### src/hw/tuner_readback_regs.svh
// Offsets, field positions and reset values of the tuner readback group.
// Included by the capture and register modules, not by the package; definitions only.
`ifndef TUNER_READBACK_REGS_SVH
`define TUNER_READBACK_REGS_SVH

// Register indices; byte address is four times the index
`define IDX_TUNED_CHANNEL 8'h0B
`define IDX_BLOCK_FIRST 8'h0C
`define IDX_BLOCK_SECOND 8'h0D
`define IDX_BLOCK_THIRD 8'h0E
`define IDX_BLOCK_FOURTH 8'h0F
// Own control and status words
`define IDX_CONTROL 8'h02
`define IDX_STATUS 8'h0A

// Field positions in the channel readback word
`define POS_SECOND_ERR 14
`define POS_THIRD_ERR 12
`define POS_FOURTH_ERR 10
`define POS_CHANNEL 0
// Field positions in control and status words
`define POS_VERBOSE_SELECT 11
`define POS_BAND_LO 6
`define POS_SPACE_LO 4
`define POS_GROUP_READY 15

`define RESET_WORD 16'h0000
`define ERR_NONE 2'h0
`define ERR_FEW 2'h1
`define ERR_SOME 2'h2
`define ERR_FATAL 2'h3
`define BAND_EUROPE 2'h0
`define BAND_JAPAN_WIDE 2'h1
`define BAND_JAPAN 2'h2
// Band base frequencies in 10 kHz units
`define BASE_LOW_10K 16'h1DB0
`define BASE_HIGH_10K 16'h222E

`endif

### src/hw/tuner_readback_pkg.sv
// Types shared by the readback register group.
// Constants live in tuner_readback_regs.svh.
package tuner_readback_pkg;
  typedef logic [15:0] word_t;
  typedef logic [1:0] err_t;
  typedef logic [9:0] tune_channel_field_t;
  typedef enum logic [1:0] {
    ACC_IDLE,
    ACC_SETUP,
    ACC_DONE
  } apb_phase_e;
endpackage

### src/hw/block_capture.sv
// Group capture of the four data words and their error levels.
// Assumes the decoder presents a whole group with a one-cycle strobe.
`timescale 1ns/1ps
`include "tuner_readback_regs.svh"

module block_capture
  import tuner_readback_pkg::*;
#(
  parameter int NBLK = 4
) (
  input wire logic clk_sys,
  input wire logic rst,
  input wire logic group_strobe,
  input wire logic [16*NBLK-1:0] group_words,
  input wire logic [2*NBLK-1:0] group_errs,
  input wire logic ready_clear,
  output logic [16*NBLK-1:0] words_ff,
  output logic [2*NBLK-1:0] errs_ff,
  output logic group_ready_flag
);
  logic [16*NBLK-1:0] nxt_words;
  logic [2*NBLK-1:0] nxt_errs;
  logic ready_ff;
  logic nxt_ready;

  assign group_ready_flag = ready_ff;

  always_comb begin
    nxt_words = words_ff;
    nxt_errs = errs_ff;
    nxt_ready = ready_ff;
    if (ready_clear) begin
      nxt_ready = 1'b0;
    end
    if (group_strobe) begin
      // All words and levels load together
      nxt_words = group_words;
      nxt_errs = group_errs;
      // Set wins over a clear in the same cycle
      nxt_ready = 1'b1;
    end
  end

  always_ff @(posedge clk_sys) begin
    if (rst) begin
      words_ff <= '0;
      errs_ff <= '0;
      ready_ff <= 1'b0;
    end else begin
      words_ff <= nxt_words;
      errs_ff <= nxt_errs;
      ready_ff <= nxt_ready;
    end
  end
endmodule

### src/hw/tuner_readback_registers.sv
// Readback register group of an FM tuner behind an APB slave.
// Assumes a tuning core and a data decoder drive the status inputs.
`timescale 1ns/1ps
`include "tuner_readback_regs.svh"

module tuner_readback_registers
  import tuner_readback_pkg::*;
(
  input wire logic clk_sys,
  input wire logic rst,
  input wire logic rst_n_pin,
  input wire logic serial_select_n_pin,
  input wire logic psel,
  input wire logic penable,
  input wire logic pwrite,
  input wire logic [11:0] paddr,
  input wire logic [31:0] pwdata,
  input wire logic [3:0] pstrb,
  output logic [31:0] prdata,
  output logic pready,
  output logic pslverr,
  input wire logic tune_channel_field_update,
  input wire logic [9:0] tune_channel_field_value,
  input wire logic group_strobe,
  input wire logic [63:0] group_words,
  input wire logic [7:0] group_errs,
  output logic verbose_report_select,
  output logic [1:0] band_select,
  output logic [1:0] space_select,
  output logic [15:0] tuned_freq_khz,
  output logic device_active
);
  function automatic logic [7:0] word_index(input logic [11:0] a);
    word_index = a[9:2];
  endfunction

  function automatic logic hit(input logic [11:0] a, input logic [7:0] idx);
    hit = (a[1:0] == 2'b00) && (a[11:10] == 2'b00) && (word_index(a) == idx);
  endfunction

  function automatic logic [15:0] scaled_tune_channel_field(input logic [9:0] ch,
    input int sh);
    scaled_tune_channel_field = 16'({6'h00, ch} << sh);
  endfunction

  // Byte-lane merge; only the low two lanes hold register bits
  function automatic logic [15:0] lane_merge(input logic [15:0] old,
    input logic [15:0] data, input logic [1:0] strb);
    lane_merge = old;
    if (strb[0]) begin
      lane_merge[7:0] = data[7:0];
    end
    if (strb[1]) begin
      lane_merge[15:8] = data[15:8];
    end
  endfunction

  // Internal reset joins bus reset and the active-low pin
  logic dev_rst;
  assign dev_rst = rst | ~rst_n_pin;

  logic [9:0] tune_channel_field_ff;
  logic [9:0] nxt_tune_channel_field;
  logic [15:0] ctrl_ff;
  logic [15:0] nxt_ctrl;
  logic [31:0] rdata_ff;
  logic [31:0] nxt_rdata;
  apb_phase_e phase_ff;
  apb_phase_e nxt_phase;
  logic [63:0] words;
  logic [7:0] errs;
  logic ready_flag;
  logic ready_clear;
  logic setup_seen;
  logic access;
  logic wr_ok;
  logic rd_setup;
  logic [6:0] reg_sel;
  logic [15:0] rd_word;
  logic [15:0] status_word;
  logic [15:0] readback_word;
  logic [5:0] err_field;
  logic [15:0] prod_ff;
  logic [15:0] nxt_prod;
  logic [15:0] base_ff;
  logic [15:0] nxt_base;
  logic [15:0] nxt_freq;

  block_capture #(
    .NBLK(4)
  ) u_capture (
    .clk_sys(clk_sys),
    .rst(dev_rst),
    .group_strobe(group_strobe),
    .group_words(group_words),
    .group_errs(group_errs),
    .ready_clear(ready_clear),
    .words_ff(words),
    .errs_ff(errs),
    .group_ready_flag(ready_flag)
  );

  assign verbose_report_select = ctrl_ff[`POS_VERBOSE_SELECT];
  assign band_select = ctrl_ff[`POS_BAND_LO +: 2];
  assign space_select = ctrl_ff[`POS_SPACE_LO +: 2];
  // Bus access blocked while the serial select is inactive
  assign device_active = ~serial_select_n_pin;

  // Error levels masked outside verbose mode; host must not rely on them
  always_comb begin
    err_field = 6'h00;
    if (verbose_report_select) begin
      err_field[5:4] = errs[3:2];
      err_field[3:2] = errs[5:4];
      err_field[1:0] = errs[7:6];
    end
  end
  assign readback_word = {err_field, tune_channel_field_ff};

  // Frequency in 10 kHz units: every base and step is a whole multiple,
  // so shifts and adds stand in for a multiplier and a divider
  always_comb begin
    case (space_select)
      2'h0: begin
        // 200 kHz steps
        nxt_prod = scaled_tune_channel_field(tune_channel_field_ff, 4) + scaled_tune_channel_field(tune_channel_field_ff, 2);
      end
      2'h1: begin
        // 100 kHz steps
        nxt_prod = scaled_tune_channel_field(tune_channel_field_ff, 3) + scaled_tune_channel_field(tune_channel_field_ff, 1);
      end
      default: begin
        // 50 kHz steps
        nxt_prod = scaled_tune_channel_field(tune_channel_field_ff, 2) + scaled_tune_channel_field(tune_channel_field_ff, 0);
      end
    endcase
    if (band_select == `BAND_EUROPE) begin
      nxt_base = `BASE_HIGH_10K;
    end else begin
      nxt_base = `BASE_LOW_10K;
    end
    nxt_freq = 16'(base_ff + prod_ff);
  end

  // Extra stage keeps the adder off the shift path; costs one cycle
  always_ff @(posedge clk_sys) begin
    if (dev_rst) begin
      prod_ff <= 16'h0000;
      base_ff <= 16'h0000;
      tuned_freq_khz <= 16'h0000;
    end else begin
      prod_ff <= nxt_prod;
      base_ff <= nxt_base;
      tuned_freq_khz <= nxt_freq;
    end
  end

  // Channel tracks tuning core during seek and at completion
  always_comb begin
    nxt_tune_channel_field = tune_channel_field_ff;
    if (tune_channel_field_update) begin
      nxt_tune_channel_field = tune_channel_field_value;
    end
  end

  // APB slave: answers in the first access cycle
  always_comb begin
    setup_seen = psel & ~penable;
    access = psel & penable & (phase_ff == ACC_SETUP);
    wr_ok = access & pwrite & device_active;
    rd_setup = setup_seen & ~pwrite & device_active;
    ready_clear = access & ~pwrite & device_active & reg_sel[6];
  end
  assign pready = access;
  assign pslverr = 1'b0;

  always_comb begin
    nxt_phase = phase_ff;
    case (phase_ff)
      ACC_IDLE: begin
        if (psel & ~penable) begin
          nxt_phase = ACC_SETUP;
        end
      end
      ACC_SETUP: begin
        if (psel & penable) begin
          nxt_phase = ACC_DONE;
        end
      end
      ACC_DONE: begin
        if (psel & ~penable) begin
          nxt_phase = ACC_SETUP;
        end else begin
          nxt_phase = ACC_IDLE;
        end
      end
      default: nxt_phase = ACC_IDLE;
    endcase
  end

  always_comb begin
    nxt_ctrl = ctrl_ff;
    // Only the control word has a write path
    if (wr_ok && reg_sel[0]) begin
      nxt_ctrl = lane_merge(ctrl_ff, pwdata[15:0], pstrb[1:0]);
    end
  end

  // One-hot word decode shared by the read mux and the flag clear
  always_comb begin
    reg_sel = 7'h00;
    if (hit(paddr, `IDX_CONTROL)) begin
      reg_sel[0] = 1'b1;
    end
    if (hit(paddr, `IDX_STATUS)) begin
      reg_sel[1] = 1'b1;
    end
    if (hit(paddr, `IDX_TUNED_CHANNEL)) begin
      reg_sel[2] = 1'b1;
    end
    if (hit(paddr, `IDX_BLOCK_FIRST)) begin
      reg_sel[3] = 1'b1;
    end
    if (hit(paddr, `IDX_BLOCK_SECOND)) begin
      reg_sel[4] = 1'b1;
    end
    if (hit(paddr, `IDX_BLOCK_THIRD)) begin
      reg_sel[5] = 1'b1;
    end
    if (hit(paddr, `IDX_BLOCK_FOURTH)) begin
      reg_sel[6] = 1'b1;
    end
  end

  assign status_word = {ready_flag, 15'h0000};

  // Unmapped words read as zero rather than raising an error
  always_comb begin
    case (reg_sel)
      7'h01: rd_word = ctrl_ff;
      7'h02: rd_word = status_word;
      7'h04: rd_word = readback_word;
      7'h08: rd_word = words[15:0];
      7'h10: rd_word = words[31:16];
      7'h20: rd_word = words[47:32];
      7'h40: rd_word = words[63:48];
      default: rd_word = `RESET_WORD;
    endcase
  end

  // Read data latched at setup so it stands through the access cycle
  always_comb begin
    nxt_rdata = 32'h0000_0000;
    if (rd_setup) begin
      nxt_rdata = {16'h0000, rd_word};
    end
  end

  always_ff @(posedge clk_sys) begin
    if (dev_rst) begin
      rdata_ff <= 32'h0000_0000;
      phase_ff <= ACC_IDLE;
    end else begin
      rdata_ff <= nxt_rdata;
      phase_ff <= nxt_phase;
    end
  end

  always_ff @(posedge clk_sys) begin
    if (dev_rst) begin
      tune_channel_field_ff <= 10'h000;
    end else begin
      tune_channel_field_ff <= nxt_tune_channel_field;
    end
  end

  always_ff @(posedge clk_sys) begin
    if (dev_rst) begin
      ctrl_ff <= `RESET_WORD;
    end else begin
      ctrl_ff <= nxt_ctrl;
    end
  end

  assign prdata = rdata_ff;
endmodule

### config.mk
export PLATFORM = sky130hd
export DESIGN_NAME = tuner_readback_registers
export DESIGN_NICKNAME = d
export VERILOG_FILES = /design/src/hw/tuner_readback_pkg.sv /design/src/hw/block_capture.sv /design/src/hw/tuner_readback_registers.sv
export VERILOG_INCLUDE_DIRS = /design/src /design/src/hw
export SDC_FILE = /design/constraint.sdc
export NUM_CORES = 1
export LEC_CHECK = 0
export BUFFER_PORTS_ARGS = -buffer_cell sky130_fd_sc_hd__buf_2
export CAP_MARGIN = 10
export CORE_AREA = 2 2 120 122
export DETAILED_ROUTE_END_ITERATION = 7
export DIE_AREA = 0 0 122 124
export MAX_ROUTING_LAYER = met4
export PLACE_DENSITY = 0.76
export RECOVER_POWER = 50
export SLEW_MARGIN = 20
export SYNTH_ARGS = -nofsm -noshare
export SYNTH_HDL_FRONTEND = slang
export SYNTH_SLANG_ARGS = --single-unit
### constraint.sdc
create_clock -name clk_sys -period 4.38 [get_ports clk_sys]
set_clock_uncertainty 0.15 [all_clocks]
set_input_delay 0.438 -clock clk_sys [delete_from_list [all_inputs] [get_ports clk_sys]]
set_output_delay 0.438 -clock clk_sys [all_outputs]
set_load 0.05 [all_outputs]
======== Yosys cells after proc, flatten, opt, wreduce, memory -nomap -nowiden ========
Cells that the tools add are included.
word-level totals
  output and inout bits ................... 56
  register bits ........................... 181
  bits of input ports ..................... 139
operators by class
  add/subtract/negate cells ............... 4
  mux-type cells .......................... 17
  equal/unequal tests ..................... 19
  reduce and logical (&&, ||, !) cells .... 19
  bitwise logic cells ..................... 16
operator list
  kind                number
  $pmux 16 s7         1
  $eq 8x4->1 const B  6
  $pmux 16 s2         1
  $add 16x16->16      1
  $add 14x12->15      1
  $add 13x11->14      1
  $mux 14             1
  $add 12x10->13      1
  $and 1x1->1         10
  $logic_not 2->1     5
  $mux 1              10
  $logic_and 1x1->1   9
  $eq 8x2->1 const B  1
  $eq 7x1->1 const B  1
  $eq 7x2->1 const B  1
  $eq 7x3->1 const B  1
  $eq 7x4->1 const B  1
  $eq 7x5->1 const B  1
  $eq 7x6->1 const B  1
  $eq 7x7->1 const B  1
  $mux 6              1
  $pmux 2 s3          1
  $reduce_and 2->1    3
  $not 1->1           5
  7 further kinds     10

======== Depth between registers and ports, before layout ========
  depth after elaboration ................. 7
  mapped depth ............................ 9

======== Modules after synthesis ========
From an unflattened synthesis, not the netlist that was laid out.
unflattened totals
  cell total of the unflattened synthesis .. 701
  area, all modules ....................... 7041.8 um2
by module, submodules not included
  module                    seq. area each (um2)  instances  cells an instance  area an instance (um2)
  tuner_readback_registers  1561.5                1          465                4381.7
  block_capture             1461.4                1          236                2660.1

======== Worst setup path after synthesis ========
No wires, ideal clock.
  kind .................................... register -> register
  from .................................... register base_ff[9]
  to ...................................... register tuned_freq_khz[15]
  period minus slack after synthesis ...... 2.419 ns
  arrival ................................. 2.149 ns
  setup slack ............................. 1.961 ns
  buffers on the path ..................... 0
  data required time ...................... 4.110 ns
  cell stages (with the launch flop) ...... 9
  cells stage by stage .................... dfxtp_1 > ha_1 > fa_1 > a211o_1 > a21oi_1 > o211ai_1 > o211a_1 > o21a_1 > o31a_1
on the way
  longest elaborated chain between the ends .. 1
ends and longest elaborated chain
  element                 RTL line                         RTL
  start, declared         tuner_readback_registers.sv:85   logic [15:0] base_ff;
  start signal, assigned  tuner_readback_registers.sv:153  base_ff <= nxt_base;
  $add 16x16->16          tuner_readback_registers.sv:142  nxt_freq = 16'(base_ff + prod_ff);
  end signal, assigned    tuner_readback_registers.sv:154  tuned_freq_khz <= nxt_freq;
  end, declared           tuner_readback_registers.sv:30   output logic [15:0] tuned_freq_khz,
No other way between the ends.
A chain may end at the register's enable or synchronous reset.

==> metrics.txt <==
H-tree lvl count 4; CP Class primary input to flop; P_leak about 3.6 nW; input/output buffers 157; CORE AREA roughly 0.014 sq mm; Final ANT Viol Nets 0; Pwr Density around 370 mW/mm^2; FF+latch count, synth 149; Max VDD drop approximately 0.00029 V; ys async rst share 0%; full die area about 0.015 sq mm; cts hold-fix bufs 0; WL met2 around 7400 um; distinct cell type count of the synthesized netlist 57; Post-synth EDFFs 0; Comb pwr share 8.8%; met3 wire len 1100 um; total of cells resized after clock tree synthesis 0; detailed-route via count about 5.5k; M1 WL between 7000 and 8000 um; Final setup viols 0; gr ovfl total 0; RSZ-0062 raised after global routing no; Clock Pin Slew Worst Setup and Hold Paths roughly 0.06 ns; violated checks max-capacitance violations, max-slew violations; clock sink count ~150; sequential share of the synthesized area 43.7%; synthesized area approximately 0.0068 sq mm; Slew headroom -19.9%; clock latency on the worst-skew pair between 0.4 and 0.5 ns; worst-margin pin slew about 1.8 ns; Clk pwr share approximately 45%; critical path capture point type flop; Global Route Usage Sum 22.6%; fmax roughly 340 MHz; largest net degree at the start of global routing between 60 and 70; vias in the first global route just over 5k; outcome finished with violations; worst r2r path cells 9; CP Launch Type primary input; drt drc 0; Tcrit/Tclk final roughly two thirds; switching power around 0.71 mW; postcts setup bufs 0; Final Hold Fails 0; first-pass GRT wire length between 20,000 and 30,000 um; setup ws final 1.43 ns; Iter 0 DRT Violations approximately 280; pre-CTS setup slack between 1.5 and 2 ns; sequential power share 46.5%; gpl congestion about 0.89; Worst Path Required 4.51 ns; highest metal used met4; io pins between 150 and 200; Net count, final 1,010; layout cell share with drive strength beyond 1 a little under a fifth; arrival time worst endpoint between 3 and 4 ns; mean post-synth cell area between 9 and 10 sq um; Starting Density about half; worst hold path type primary input to flop; hold path depth 2; WL final roughly 16,000 um; TritonCTS Buffers 17; per-cell routed wire length around 16 um; row cnt 43; Root Driver clkbuf_16; max-slew violations 55; YS warnings 0; drt pass-1 iters 7; CTS tree done; Fin Setup TNS 0 ns; CP max FO between 50 and 60; Mapped Cells 712; Die X between 100 and 150 um; detailed placer's ending HPWL roughly 12,000 um; synthesis-to-layout area growth 18.9%; Longest Clk Path Bufs 2; fin crit period 2.95 ns; internal power around 2.3 mW; MaxCap Viol Count 1; Via density around 5.3; switching share of total power 23.5%; initial antenna violation count 1; Die Y ~120 um; Most used DFF post-synth dfxtp_1
## logic make-up (layout without fill, tap and decap cells)
| family | count (synthesis) | in the layout | share of synthesized area (%) |
|---|---|---|---|
| other cells | 1 | 19 | 0.0549 |
| compound gates | 133 | 133 | 13.3 |
| mux | 117 | 117 | 17.5 |
| fa+ha+maj | 22 | 22 | 4.25 |
| buf+inv | 73 | 206 | 5.43 |
| xor+xnor | 13 | 13 | 1.67 |
| simple gates | 204 | 204 | 14.1 |
| flops | 149 | 149 | 43.7 |
## critical path, cell delays in order
cell	delay [ns]
clkbuf_2	1.27
clkbuf_1	0.98
mux2i_1	0.29
nor2_1	0.07
## cells in the final DEF (no fill, tap or decap), types with 15 or more instances in the layout
master,count
dfxtp_1,149
nor2_1,143
buf_2,120
mux2i_1,115
clkbuf_1,39
a21oi_1,35
ha_1,20
o21ai_0,18
conb_1,17
clkbuf_16,17
a221oi_1,15
## area by class of cell
| class | instances | area (sq um) |
|---|---|---|
| Clock buffer | 22 | 474 |
| Tap cell | 180 | 225 |
| Antenna cell | 2 | 5.00 |
| Timing Repair Buffer | 161 | 767 |
| Fill cell | 1252 | 5600 |
| Multi-Input combinational cell | 506 | 3530 |
| Sequential cell | 149 | 2980 |
| Clock inverter | 9 | 78.8 |
| Inverter | 14 | 52.6 |
## sequential cells by signal (all words and copies together) (netlist names)
| register | flops |
|---|---|
| u_capture.words_ff | 64 |
| tune_channel_field_ff | 10 |
| prod_ff | 15 |
| u_capture.errs_ff | 6 |
| base_ff | 3 |
| tuned_freq_khz | 16 |
| phase_ff | 2 |
| prdata | 16 |
| ctrl_ff | 16 |
| u_capture.group_ready_flag | 1 |
## worst paths after layout
check	start	end	slack, ns
max reg2reg	tune_channel_field_ff[0]$_SDFFE_PP0P_	prod_ff[12]$_SDFF_PP0_	1.64
max	group_strobe	u_capture.words_ff[6]$_SDFFE_PP0P_	1.43
min	penable	phase_ff[0]$_SDFFE_PP0P_	0.09
min reg2reg	prod_ff[0]$_SDFF_PP0_	tuned_freq_khz[0]$_SDFF_PP0_	0.28
## power groups by stage
stage / logic [mW] / clock network (mW) / registers, mW
2_1_floorplan: 0.181 / 0 / 1.44
3_3_place_gp: 0.260 / 0 / 1.43
3_5_place_dp: 0.263 / 0 / 1.44
4_1_cts: 0.265 / 1.38 / 1.41
5_1_grt: 0.291 / 1.44 / 1.41
6_report: 0.265 / 1.35 / 1.41
## stage by stage
| step | power (mW) | utilization [%] | hold slack, ns | area (sq um) | std cells |
|---|---|---|---|---|---|
| after global placement | 1.69 | 55.5 | 0.261 | 7620 | 1010 |
| after global routing | 3.14 | 59.2 | 0.0869 | 8120 | 1042 |
| final | 3.02 | 59.2 | 0.0859 | 8120 | 1043 |
| after floorplan | 1.62 | - | 0.256 | 6890 | 728 |
| after detailed placement | 1.70 | 55.5 | 0.272 | 7620 | 1010 |
| after CTS | 3.05 | 59.6 | 0.0641 | 8170 | 1041 |
## layer usage
metal / track usage (%) / vias to the layer above
met2: 33.3 / 187
li1: - / 2769
met3: 5.77 / 29
met1: 29.5 / 2529
met4: 9.70 / 0
met5: - / -
## cell usage after synthesis, drive strengths merged, types with 5 or more instances
library cell | n | area, sq um
o21ai | 20 | 100
a221oi | 15 | 131
a22oi | 9 | 67.6
a21oi | 36 | 184
nand3 | 5 | 25.0
a21o | 8 | 60.1
and3 | 5 | 31.3
a211oi | 14 | 105
xnor2 | 9 | 78.8
dfxtp | 149 | 2980
clkbuf | 29 | 109
inv | 13 | 48.8
nand2 | 14 | 52.6
buf | 30 | 209
nor2b | 6 | 37.5
mux2i | 115 | 1150
nand4 | 8 | 86.3
nor3 | 7 | 46.3
ha | 20 | 250
nor2 | 144 | 543
Note: power is estimated with default switching activity, not from simulation.
